$ cat config.mk
export PLATFORM = sky130hd
export DESIGN_NAME = mrsc_device_flat
export DESIGN_NICKNAME = d
export VERILOG_FILES = /design/src/mrsc_pkg.sv /design/src/mrsc_if.sv /design/src/mrsc_cal.sv /design/src/mrsc_device.sv /design/src/flat_wrapper.sv
export SDC_FILE = /design/constraint.sdc
export NUM_CORES = 1
export LEC_CHECK = 0
export BUFFER_PORTS_ARGS = -buffer_cell sky130_fd_sc_hd__buf_2
export CORE_MARGIN = 4
export CORE_UTILIZATION = 40
export CTS_BUF_LIST = sky130_fd_sc_hd__clkbuf_16
export DETAILED_ROUTE_END_ITERATION = 12
export SYNTH_ARGS = -nofsm -noshare
export SYNTH_HDL_FRONTEND = slang
export SYNTH_SLANG_ARGS = --single-unit
$ cat constraint.sdc
create_clock -name MCLK_I -period 3.3 [get_ports MCLK_I]
set_input_delay 0 -clock MCLK_I [delete_from_list [all_inputs] [get_ports MCLK_I]]
set_output_delay 0 -clock MCLK_I [all_outputs]
set_load 0.05 [all_outputs]
$ cat src/mrsc_pkg.sv
package mrsc_pkg;

  // Clock and bus widths
  localparam int CLK_PERIOD_NS = 50;
  localparam int DQ_W = 32;
  localparam int CA_W = 10;
  localparam int MR_COUNT = 64;

  // Mode register addresses
  localparam logic [7:0] MR_ADDR_CAL_PATTERN_A = 8'h20;
  localparam logic [7:0] MR_ADDR_CAL_PATTERN_B = 8'h28;
  localparam logic [7:0] MR_ADDR_SOFT_RESET = 8'h3F;
  localparam logic [7:0] MR_ADDR_IMPEDANCE_CAL_CTRL = 8'h0A;

  // Calibration patterns, bit n is beat n
  localparam logic [3:0] CAL_PATTERN_A = 4'h5;
  localparam logic [3:0] CAL_PATTERN_B = 4'hC;

  // Rising-edge command codes on command/address bits 3:0
  localparam logic [3:0] CMD_MODE_REG_WRITE = 4'h0;
  localparam logic [3:0] CMD_MODE_REG_READ = 4'h8;

  // Data byte codes of the calibration control register
  localparam logic [7:0] CAL_CODE_INIT = 8'hFF;
  localparam logic [7:0] CAL_CODE_LONG = 8'hAB;
  localparam logic [7:0] CAL_CODE_SHORT = 8'h56;
  localparam logic [7:0] CAL_CODE_RESET = 8'hC3;

  // Reset value of every mode register
  localparam logic [7:0] MR_DEFAULT = 8'h00;

  // Cycle figures given in clocks
  localparam logic [7:0] READ_LATENCY_CYC = 8'h03;
  localparam logic [7:0] BURST_LEN_CYC = 8'h04;
  localparam logic [7:0] MR_READ_PERIOD_CYC = 8'h02;
  localparam logic [7:0] MR_WRITE_PERIOD_CYC = 8'h05;

  // Times in ns and their least cycle counts
  localparam int CAL_INIT_PERIOD_NS = 1000;
  localparam int CAL_LONG_PERIOD_NS = 400;
  localparam int CAL_SHORT_PERIOD_NS = 100;
  localparam int CAL_RESET_PERIOD_NS = 50;
  localparam int SOFT_RESET_PERIOD_NS = 2000;
  localparam logic [7:0] CAL_INIT_PERIOD_CYC = 8'((CAL_INIT_PERIOD_NS + CLK_PERIOD_NS - 1) / CLK_PERIOD_NS);
  localparam logic [7:0] CAL_LONG_PERIOD_CYC = 8'((CAL_LONG_PERIOD_NS + CLK_PERIOD_NS - 1) / CLK_PERIOD_NS);
  localparam logic [7:0] CAL_SHORT_PERIOD_CYC = 8'((CAL_SHORT_PERIOD_NS + CLK_PERIOD_NS - 1) / CLK_PERIOD_NS);
  localparam logic [7:0] CAL_RESET_PERIOD_CYC = 8'((CAL_RESET_PERIOD_NS + CLK_PERIOD_NS - 1) / CLK_PERIOD_NS);
  localparam logic [7:0] SOFT_RESET_PERIOD_CYC = 8'((SOFT_RESET_PERIOD_NS + CLK_PERIOD_NS - 1) / CLK_PERIOD_NS);

  // Host wait spans after a command leaves the host
  localparam logic [7:0] HOST_READ_WAIT = 8'(2 + READ_LATENCY_CYC + BURST_LEN_CYC);
  localparam logic [7:0] HOST_WRITE_WAIT = 8'(1 + MR_WRITE_PERIOD_CYC);
  localparam logic [7:0] HOST_MARGIN = 8'h02;

  // Calibration actions
  typedef enum logic [1:0]
  {
    CAL_INIT_ACTION = 2'b00,
    CAL_LONG_ACTION = 2'b01,
    CAL_SHORT_ACTION = 2'b11,
    CAL_RESET_ACTION = 2'b10
  } mrsc_cal_action_t;

  // Device states
  typedef enum logic [2:0]
  {
    DEV_IDLE = 3'b000,
    DEV_READ = 3'b001,
    DEV_WRITE = 3'b011,
    DEV_RESETTING = 3'b010
  } mrsc_dev_state_t;

  // Host states
  typedef enum logic [1:0]
  {
    HOST_IDLE = 2'b00,
    HOST_WAIT = 2'b01,
    HOST_DONE = 2'b11
  } mrsc_host_state_t;

  // Registers that software may write
  function automatic logic mrsc_writable(input logic [7:0] addr);
    return (addr == 8'h01) || (addr == 8'h02) || (addr == 8'h03) || (addr == 8'h10) || (addr == 8'h11);
  endfunction : mrsc_writable

endpackage : mrsc_pkg

$ cat src/mrsc_if.sv
interface mrsc_if;
  // Command/address, one beat per edge pair
  logic cs_n;
  logic cke;
  logic [mrsc_pkg::CA_W-1:0] ca_r;
  logic [mrsc_pkg::CA_W-1:0] ca_f;
  // Data lanes and strobe
  logic [mrsc_pkg::DQ_W-1:0] dq;
  logic dq_oe_n;
  logic dqs;

  modport ctrl (output cs_n, cke, ca_r, ca_f, input dq, dq_oe_n, dqs);
  modport mem (input cs_n, cke, ca_r, ca_f, output dq, dq_oe_n, dqs);
endinterface : mrsc_if

$ cat src/mrsc_cal.sv
module mrsc_cal
(
  // Clock and reset
  input wire logic clk_i,
  input wire logic rst_i,
  // Control
  input wire logic start_i,
  input wire mrsc_pkg::mrsc_cal_action_t action_i,
  input wire logic soft_reset_i,
  input wire logic strap_absent_i,
  // Status
  output logic busy_o,
  output logic current_en_o,
  output logic calibrated_o
);
  import mrsc_pkg::*;

  logic busy, next_busy;
  logic current_en, next_current_en;
  logic calibrated, next_calibrated;
  logic [7:0] cnt, next_cnt;

  // Calibration sequencing
  always_comb
  begin
    next_busy = busy;
    next_current_en = current_en;
    next_calibrated = calibrated;
    next_cnt = cnt;
    if (soft_reset_i)
    begin
      next_busy = 1'b0;
      next_current_en = 1'b0;
      next_calibrated = 1'b0;
    end
    else if (busy)
    begin
      next_cnt = cnt - 8'h01;
      if (cnt == 8'h01)
      begin
        next_busy = 1'b0;
        next_current_en = 1'b0;
        next_calibrated = 1'b1;
      end
    end
    else if (start_i && !strap_absent_i)
    begin
      unique case (action_i)
        CAL_RESET_ACTION: next_calibrated = 1'b0;
        CAL_INIT_ACTION:
        begin
          next_busy = 1'b1;
          next_current_en = 1'b1;
          next_cnt = CAL_INIT_PERIOD_CYC;
        end
        CAL_LONG_ACTION:
        begin
          next_busy = 1'b1;
          next_current_en = 1'b1;
          next_cnt = CAL_LONG_PERIOD_CYC;
        end
        CAL_SHORT_ACTION:
        begin
          next_busy = 1'b1;
          next_current_en = 1'b1;
          next_cnt = CAL_SHORT_PERIOD_CYC;
        end
      endcase
    end
  end

  // State registers
  always_ff @(posedge clk_i)
  begin
    if (rst_i)
    begin
      busy <= 1'b0;
      current_en <= 1'b0;
      calibrated <= 1'b0;
      cnt <= 8'h00;
    end
    else
    begin
      busy <= next_busy;
      current_en <= next_current_en;
      calibrated <= next_calibrated;
      cnt <= next_cnt;
    end
  end

  assign busy_o = busy;
  assign current_en_o = current_en;
  assign calibrated_o = calibrated;

endmodule : mrsc_cal

$ cat src/mrsc_device.sv
// Contract
// Pattern registers return 1010 and 0011
// Pattern on lanes 0,8 or 0,8,16,24
// Other lanes of each byte copy lane 0
// Pattern reads only while device idle
// Read is a four-beat uninterrupted burst
// Only no-ops during read command period
// Write decoded on chip select, bits 3:0 low
// Address and data taken from both edges
// Writes to read-only registers change nothing
// Writes only with all banks precharged
// Read returns to prior bank state
// Only no-ops during write; then idle
// Write to register 63 starts soft reset
// Soft reset restores defaults, array undefined
// Only no-ops until reinitialization completes
// Init calibration once; long, short later
// Calibration only when idle and precharged
// No data traffic, clock enable high
// Shared resistor: no overlapping calibrations
// Calibration pin current off after calibration
// Strapped pin ignores calibration commands
// Calibration reset restores default, no quiet
// Read decoded on bits 2:0 low, 3 high
// Calibration action decoded from data byte
module mrsc_device
(
  // Clock and reset
  input wire logic MCLK_I,
  input wire logic SRST_I,
  // Command and data link
  mrsc_if.mem BUS,
  // Pins and core status
  input wire logic CAL_PIN_STRAP_I,
  input wire logic WIDTH_X16_I,
  input wire logic BANK_ACTIVE_I,
  // Device status
  output mrsc_pkg::mrsc_dev_state_t DEV_STATE_O,
  output logic BANK_ACTIVE_O,
  output logic CAL_BUSY_O,
  output logic CAL_PIN_CURRENT_EN_O,
  output logic DRIVER_CALIBRATED_O,
  output logic ARRAY_UNDEFINED_O
);
  import mrsc_pkg::*;

  mrsc_dev_state_t state, next_state;
  logic [7:0] cnt, next_cnt;
  logic [7:0] rd_addr, next_rd_addr;
  logic bank_active, next_bank_active;
  logic array_undefined, next_array_undefined;
  logic [DQ_W-1:0] dq, next_dq;
  logic dq_oe_n, next_dq_oe_n;
  logic dqs, next_dqs;
  logic [7:0] mr [0:MR_COUNT-1];
  logic [7:0] next_mr [0:MR_COUNT-1];
  logic strap_meta, strap_sync;
  logic cal_start;
  mrsc_cal_action_t cal_action;
  logic cal_known;
  logic soft_reset;
  logic is_read, is_write;
  logic [7:0] cmd_addr, cmd_data;
  logic [1:0] beat;
  logic beat_bit;
  logic [7:0] beat_byte;

  // Command decode from the command/address bus
  assign is_write = !BUS.cs_n && BUS.cke && (BUS.ca_r[3:0] == CMD_MODE_REG_WRITE);
  assign is_read = !BUS.cs_n && BUS.cke && (BUS.ca_r[3:0] == CMD_MODE_REG_READ);
  assign cmd_addr = {BUS.ca_f[1:0], BUS.ca_r[9:4]};
  assign cmd_data = BUS.ca_f[9:2];
  assign soft_reset = (state == DEV_IDLE) && is_write && (cmd_addr == MR_ADDR_SOFT_RESET);

  // Calibration action from the control data byte
  always_comb
  begin
    cal_action = CAL_RESET_ACTION;
    cal_known = 1'b1;
    unique case (cmd_data)
      CAL_CODE_INIT: cal_action = CAL_INIT_ACTION;
      CAL_CODE_LONG: cal_action = CAL_LONG_ACTION;
      CAL_CODE_SHORT: cal_action = CAL_SHORT_ACTION;
      CAL_CODE_RESET: cal_action = CAL_RESET_ACTION;
      default: cal_known = 1'b0;
    endcase
  end
  assign cal_start = (state == DEV_IDLE) && is_write && (cmd_addr == MR_ADDR_IMPEDANCE_CAL_CTRL) && cal_known;

  // Beat selection for the read burst
  assign beat = 2'(cnt - (READ_LATENCY_CYC - 8'h01));
  always_comb
  begin
    beat_bit = 1'b0;
    beat_byte = 8'h00;
    if (rd_addr == MR_ADDR_CAL_PATTERN_A)
    begin
      beat_bit = CAL_PATTERN_A[beat];
      beat_byte = {8{beat_bit}};
    end
    else if (rd_addr == MR_ADDR_CAL_PATTERN_B)
    begin
      beat_bit = CAL_PATTERN_B[beat];
      beat_byte = {8{beat_bit}};
    end
    else if (beat == 2'h0)
    begin
      beat_byte = mr[rd_addr[5:0]];
    end
  end

  // Device command sequencer
  always_comb
  begin
    next_state = state;
    next_cnt = cnt;
    next_rd_addr = rd_addr;
    next_bank_active = BANK_ACTIVE_I;
    next_array_undefined = array_undefined;
    next_dq = {DQ_W{1'b0}};
    next_dq_oe_n = 1'b1;
    next_dqs = 1'b0;
    next_mr = mr;
    unique case (state)
      DEV_IDLE:
      begin
        next_cnt = 8'h00;
        if (is_read)
        begin
          next_state = DEV_READ;
          next_rd_addr = cmd_addr;
        end
        else if (is_write)
        begin
          if (cmd_addr == MR_ADDR_SOFT_RESET)
          begin
            next_state = DEV_RESETTING;
            next_array_undefined = 1'b1;
            for (int i = 0; i < MR_COUNT; i++)
            begin
              next_mr[i] = MR_DEFAULT;
            end
          end
          else
          begin
            next_state = DEV_WRITE;
            if (mrsc_writable(cmd_addr))
            begin
              next_mr[cmd_addr[5:0]] = cmd_data;
            end
          end
        end
      end
      DEV_READ:
      begin
        next_cnt = cnt + 8'h01;
        if (cnt >= READ_LATENCY_CYC - 8'h01)
        begin
          next_dq_oe_n = 1'b0;
          next_dqs = !dqs;
          next_dq[7:0] = beat_byte;
          next_dq[15:8] = beat_byte;
          if (!WIDTH_X16_I)
          begin
            next_dq[23:16] = beat_byte;
            next_dq[31:24] = beat_byte;
          end
        end
        // Burst of four runs to the end before the next command
        if (cnt == READ_LATENCY_CYC + BURST_LEN_CYC - 8'h02)
        begin
          next_state = DEV_IDLE;
        end
      end
      DEV_WRITE:
      begin
        next_cnt = cnt + 8'h01;
        if (cnt == MR_WRITE_PERIOD_CYC - 8'h01)
        begin
          next_state = DEV_IDLE;
        end
      end
      DEV_RESETTING:
      begin
        next_cnt = cnt + 8'h01;
        if (cnt == SOFT_RESET_PERIOD_CYC - 8'h01)
        begin
          next_state = DEV_IDLE;
        end
      end
      default:
      begin
        next_state = DEV_IDLE;
      end
    endcase
  end

  // Sequencer registers
  always_ff @(posedge MCLK_I)
  begin
    if (SRST_I)
    begin
      state <= DEV_IDLE;
      cnt <= 8'h00;
      rd_addr <= 8'h00;
      bank_active <= 1'b0;
      array_undefined <= 1'b0;
      dq <= {DQ_W{1'b0}};
      dq_oe_n <= 1'b1;
      dqs <= 1'b0;
      for (int i = 0; i < MR_COUNT; i++)
      begin
        mr[i] <= MR_DEFAULT;
      end
    end
    else
    begin
      state <= next_state;
      cnt <= next_cnt;
      rd_addr <= next_rd_addr;
      bank_active <= next_bank_active;
      array_undefined <= next_array_undefined;
      dq <= next_dq;
      dq_oe_n <= next_dq_oe_n;
      dqs <= next_dqs;
      mr <= next_mr;
    end
  end

  // Strap pin synchroniser
  always_ff @(posedge MCLK_I)
  begin
    if (SRST_I)
    begin
      strap_meta <= 1'b0;
      strap_sync <= 1'b0;
    end
    else
    begin
      strap_meta <= CAL_PIN_STRAP_I;
      strap_sync <= strap_meta;
    end
  end

  // Impedance calibration engine
  mrsc_cal u_cal
  (
    .clk_i(MCLK_I),
    .rst_i(SRST_I),
    .start_i(cal_start),
    .action_i(cal_action),
    .soft_reset_i(soft_reset),
    .strap_absent_i(strap_sync),
    .busy_o(CAL_BUSY_O),
    .current_en_o(CAL_PIN_CURRENT_EN_O),
    .calibrated_o(DRIVER_CALIBRATED_O)
  );

  // Link and status outputs
  assign BUS.dq = dq;
  assign BUS.dq_oe_n = dq_oe_n;
  assign BUS.dqs = dqs;
  assign DEV_STATE_O = state;
  assign BANK_ACTIVE_O = bank_active;
  assign ARRAY_UNDEFINED_O = array_undefined;

endmodule : mrsc_device

$ cat src/flat_wrapper.sv
// flat-port wrapper written by rule: the top's interface ports become plain ports
module mrsc_device_flat import mrsc_pkg::*;
  (MCLK_I, SRST_I, CAL_PIN_STRAP_I, WIDTH_X16_I, BANK_ACTIVE_I, DEV_STATE_O, BANK_ACTIVE_O, CAL_BUSY_O, CAL_PIN_CURRENT_EN_O, DRIVER_CALIBRATED_O, ARRAY_UNDEFINED_O, BUS_cs_n, BUS_cke, BUS_ca_r, BUS_ca_f, BUS_dq, BUS_dq_oe_n, BUS_dqs);
  mrsc_if BUS_i ();
  input wire logic MCLK_I;
  input wire logic SRST_I;
  input wire logic CAL_PIN_STRAP_I;
  input wire logic WIDTH_X16_I;
  input wire logic BANK_ACTIVE_I;
  output mrsc_pkg::mrsc_dev_state_t DEV_STATE_O;
  output logic BANK_ACTIVE_O;
  output logic CAL_BUSY_O;
  output logic CAL_PIN_CURRENT_EN_O;
  output logic DRIVER_CALIBRATED_O;
  output logic ARRAY_UNDEFINED_O;
  input wire logic [$bits(BUS_i.cs_n)-1:0] BUS_cs_n;
  input wire logic [$bits(BUS_i.cke)-1:0] BUS_cke;
  input wire logic [$bits(BUS_i.ca_r)-1:0] BUS_ca_r;
  input wire logic [$bits(BUS_i.ca_f)-1:0] BUS_ca_f;
  output wire logic [$bits(BUS_i.dq)-1:0] BUS_dq;
  output wire logic [$bits(BUS_i.dq_oe_n)-1:0] BUS_dq_oe_n;
  output wire logic [$bits(BUS_i.dqs)-1:0] BUS_dqs;
  assign BUS_i.cs_n = BUS_cs_n;
  assign BUS_i.cke = BUS_cke;
  assign BUS_i.ca_r = BUS_ca_r;
  assign BUS_i.ca_f = BUS_ca_f;
  assign BUS_dq = BUS_i.dq;
  assign BUS_dq_oe_n = BUS_i.dq_oe_n;
  assign BUS_dqs = BUS_i.dqs;
  mrsc_device u_core (.MCLK_I(MCLK_I), .SRST_I(SRST_I), .BUS(BUS_i), .CAL_PIN_STRAP_I(CAL_PIN_STRAP_I), .WIDTH_X16_I(WIDTH_X16_I), .BANK_ACTIVE_I(BANK_ACTIVE_I), .DEV_STATE_O(DEV_STATE_O), .BANK_ACTIVE_O(BANK_ACTIVE_O), .CAL_BUSY_O(CAL_BUSY_O), .CAL_PIN_CURRENT_EN_O(CAL_PIN_CURRENT_EN_O), .DRIVER_CALIBRATED_O(DRIVER_CALIBRATED_O), .ARRAY_UNDEFINED_O(ARRAY_UNDEFINED_O));
endmodule
==> summary.md <==
| Metric | Value |
|---|---|
| Data arrival at the endpoint of the critical path | `3.34 ns` |
| Number of primary I/O pins | `69` |
| Post-route fraction of the period consumed by the critical path | `85.1%` |
| TritonCTS buffer count | `56` |
| Starting density of the core | `40.5%` |
| Max-Slew Margin vs Limit | `2.32%` |
| Number of nets at the end of the flow | `1850` |
| CTS HTree Levels | `2` |
| RSZ-0062 raised after global routing | `no` |
| Die Y-Extent | `236 um` |
| Cells along the critical path | `or4_4 -> nor4_4 -> buf_4 -> a21oi_2 -> or4_1 -> a31oi_1 -> dlygate4sd3_1` |
| Initial antenna violation count | `0` |
| Crit-path slowest cell | `or4_4` |
| Delay of the slowest cell on the worst path | `0.59 ns` |
| Area of the multi-input gates | `8870 sq um` |
| Worst-case clock skew | `0.0162 ns` |
| Slew at the pin with the worst max-slew slack | `1.46 ns` |
| Placeable core area | `51400 sq um` |
| Final core utilization | `46.1%` |
| Hold depth | `6` |
| Average wire per standard cell | `17.6 um` |
| Hold Crit Class | `input port to flop` |
| Sequential element share of the synthesized area | `54.2%` |
| Post-Syn Nets | `1796` |
| Placed Cells | `2405` |
| Required time reported for the critical path endpoint | `3.83 ns` |
| Input/output buffers | `67` |
| Detailed router's first-iteration violation count | `883` |
| Run status | `finished clean` |
| Count of endpoints failing setup in the final report | `0` |
| Total Wirelength | `44700 um` |
| Fraction of final layout cells with drive strength greater than 1 | `16.3%` |
| Worst supply voltage drop on vdd | `0.371 mV` |
| Clock period minus worst slack | `2.81 ns` |
| Fin. max-slew vios | `0` |
| LEAKAGE | `8.98 nW` |
| Highest attainable clock frequency | `0.356 GHz` |
| Placed wire-length estimate | `27700 um` |
| Synthesized area per cell | `11.8 sq um` |
| Width of the die | `236 um` |
| Setup crit start kind | `flop` |
| TritonCTS clock tree | `built` |
| Warnings, synthesis | `0` |
| Clock transition at the registers of the reported paths | `0.06 ns` |
| Diode count | `0` |
| Sort of element at the end of the critical path | `flop` |
| Clock Sink Count | `563` |
| Pin count of the biggest net entering global routing | `325` |
| Number of fillers in the final layout | `4594` |
| GP Congestion | `0.799` |
| Main flop type after synthesis | `dfxtp_1` |
| Count of max-cap constraint violations | `0` |
| Tot GR Track Use | `15.9%` |
| Remaining number of nets flagged by the antenna check after routing | `0` |
| Cell at the root of the clock tree | `clkbuf_16` |
| Std-Cell Rows | `83` |
| Total area of sequential cells | `11300 sq um` |
| Number of different library cells in the post-synthesis netlist | `72` |
| Number of instances in the synthesized netlist | `1763` |
| Total negative slack | `0 ns` |
| Power density cells | `550 nW/um^2` |
| Post-CTS setup buffer count | `0` |
| Area enclosed by the die boundary | `55700 sq um` |
| Crit Path Category | `flop to flop` |
| Post-Synthesis Cell Area | `20800 sq um` |
| Wire length of the first global-routing pass | `72200 um` |
| Async SR Flop Fraction | `0%` |
| Maximum buffer depth of the clock tree | `3` |
| First-pass detailed-route iteration total | `5` |
| Post-synth EDFFs | `0` |
| Count of endpoints failing hold in the final timing report | `0` |
| Overflow left after global routing | `0` |
| Layout overhead on the synthesized area | `13.8%` |
| Total number of vias | `12700` |
| Maximum net fanout on the critical path | `13` |
| Number of flip-flops and latches in the synthesized netlist | `563` |
| Source-to-sink clock delay at the later pin of the worst-skew pair | `0.60 ns` |
| Fin cells | `2542` |
| Number of global-route vias before repair | `12600` |
| Vias per cell | `4.99` |
| Worst-case reg-to-reg path depth | `7` |
| Count of unresolved DRC violations after routing | `0` |
| Post-cts sizing count | `0` |
## cell usage in the layout, fill, tap and decap left out, drive strengths merged, types with 21 or more instances in the layout
cell and n:
and2 476, nand2 34, a22o 47, clkbuf 57
mux4 103, inv 21, nor2 45, dfxtp 563
mux2i 90, clkinv 30, buf 93, a22oi 22
dlygate4sd3 34
## Yosys cell counts (all sizes together), types with 18 or more instances
cell type | number | share of area, %
a21oi | 20 | 0.50
a22o | 47 | 2.0
a22oi | 22 | 0.79
and2 | 476 | 14
buf | 68 | 1.9
clkbuf | 63 | 1.1
dfxtp | 563 | 54
mux2i | 90 | 4.3
mux4 | 103 | 11
nand2 | 34 | 0.61
nand3 | 18 | 0.43
nor2 | 45 | 0.92
nor2b | 20 | 0.60
o21ai | 20 | 0.48
o22ai | 20 | 0.60
## path summary, 6_finish.rpt
kind | endpoint | slack, ns | startpoint
setup reg to reg | u_core.u_cal.cnt[3]$_SDFFE_PP0P_ | 0.49 | u_core.DEV_STATE_O[1]$_SDFFE_PP0P_
setup / recovery | u_core.u_cal.cnt[3]$_SDFFE_PP0P_ | 0.49 | u_core.DEV_STATE_O[1]$_SDFFE_PP0P_
hold reg to reg | u_core.BUS.dqs$_SDFF_PP0_ | 0.42 | u_core.BUS.dqs$_SDFF_PP0_
hold / removal | u_core.DEV_STATE_O[0]$_SDFFE_PP0P_ | 0.06 | BUS_ca_r[2]
## stage by stage
step                total power (W)  instance area, sq um  setup WS (ns)  hold WS [ns]
CTS                          0.0132                 23700          0.516        0.0114
floorplan                   0.00710                 20800           1.03         0.128
detailed placement          0.00718                 21600          0.622         0.216
finish                       0.0130                 23700          0.493        0.0575
global route                 0.0135                 23700          0.391        0.0275
global placement            0.00717                 21600          0.700         0.210
## worst max-delay path: cells and delay by family (launching register included)
family | cells | cell delay [ns]
simple gates | 3 | 1.24
compound gates | 2 | 0.30
buf+inv | 2 | 0.81
flops | 1 | 0.39
## flip-flops by register name (all words and copies together), names as in the netlist
name	count
u_core.rd_addr	8
u_core.DEV_STATE_O	2
u_core.strap_meta	1
u_core.mr	512
u_core.u_cal.current_en_o	1
u_core.BUS.dq	16
u_core.ARRAY_UNDEFINED_O	1
u_core.u_cal.busy_o	1
u_core.BUS.dqs	1
u_core.cnt	8
u_core.BUS.dq_oe_n	1
u_core.u_cal.calibrated_o	1
u_core.strap_sync	1
u_core.u_cal.cnt	8
u_core.BANK_ACTIVE_O	1
## kinds of logic after synthesis
kind of cell	Yosys count	synth area share (%)
compound gates	193	6.95
xor+xnor	7	0.295
fa+ha+maj	6	0.361
buf+inv	142	3.26
flops	563	54.2
mux	197	15.7
other cells	1	0.0180
simple gates	654	19.3
## layer usage
metal / vias to the layer above / global-route usage, % / part of all wire (%)
li1: 6245 / - / -
met4: 0 / 4.73 / 2.5
met1: 6146 / 24.3 / 51
met3: 85 / 2.26 / 3.5
met2: 217 / 23.2 / 43
met5: - / 0 / 0
## cell type report
cell class,count,area share [%]
sequential,563,47.7
multi-input combinational,1058,37.5
clock buffer,57,6.03
timing repair buffer,127,3.84
tap,680,3.59
clock inverter,46,1.24
inverter,11,0.174
## power breakdown
part	switching [W]	internal [W]	total, W
clock network	0.00261	0.00336	0.00597
logic	0.000176	0.0000706	0.000246
registers	0.00000737	0.00680	0.00681
## timing repair
item,in CTS,in global routing
hold endpoints to repair,59,0
endpoints found under the setup margin,0,0
hold buffers,34,0
(Power assumes the default switching activity.)
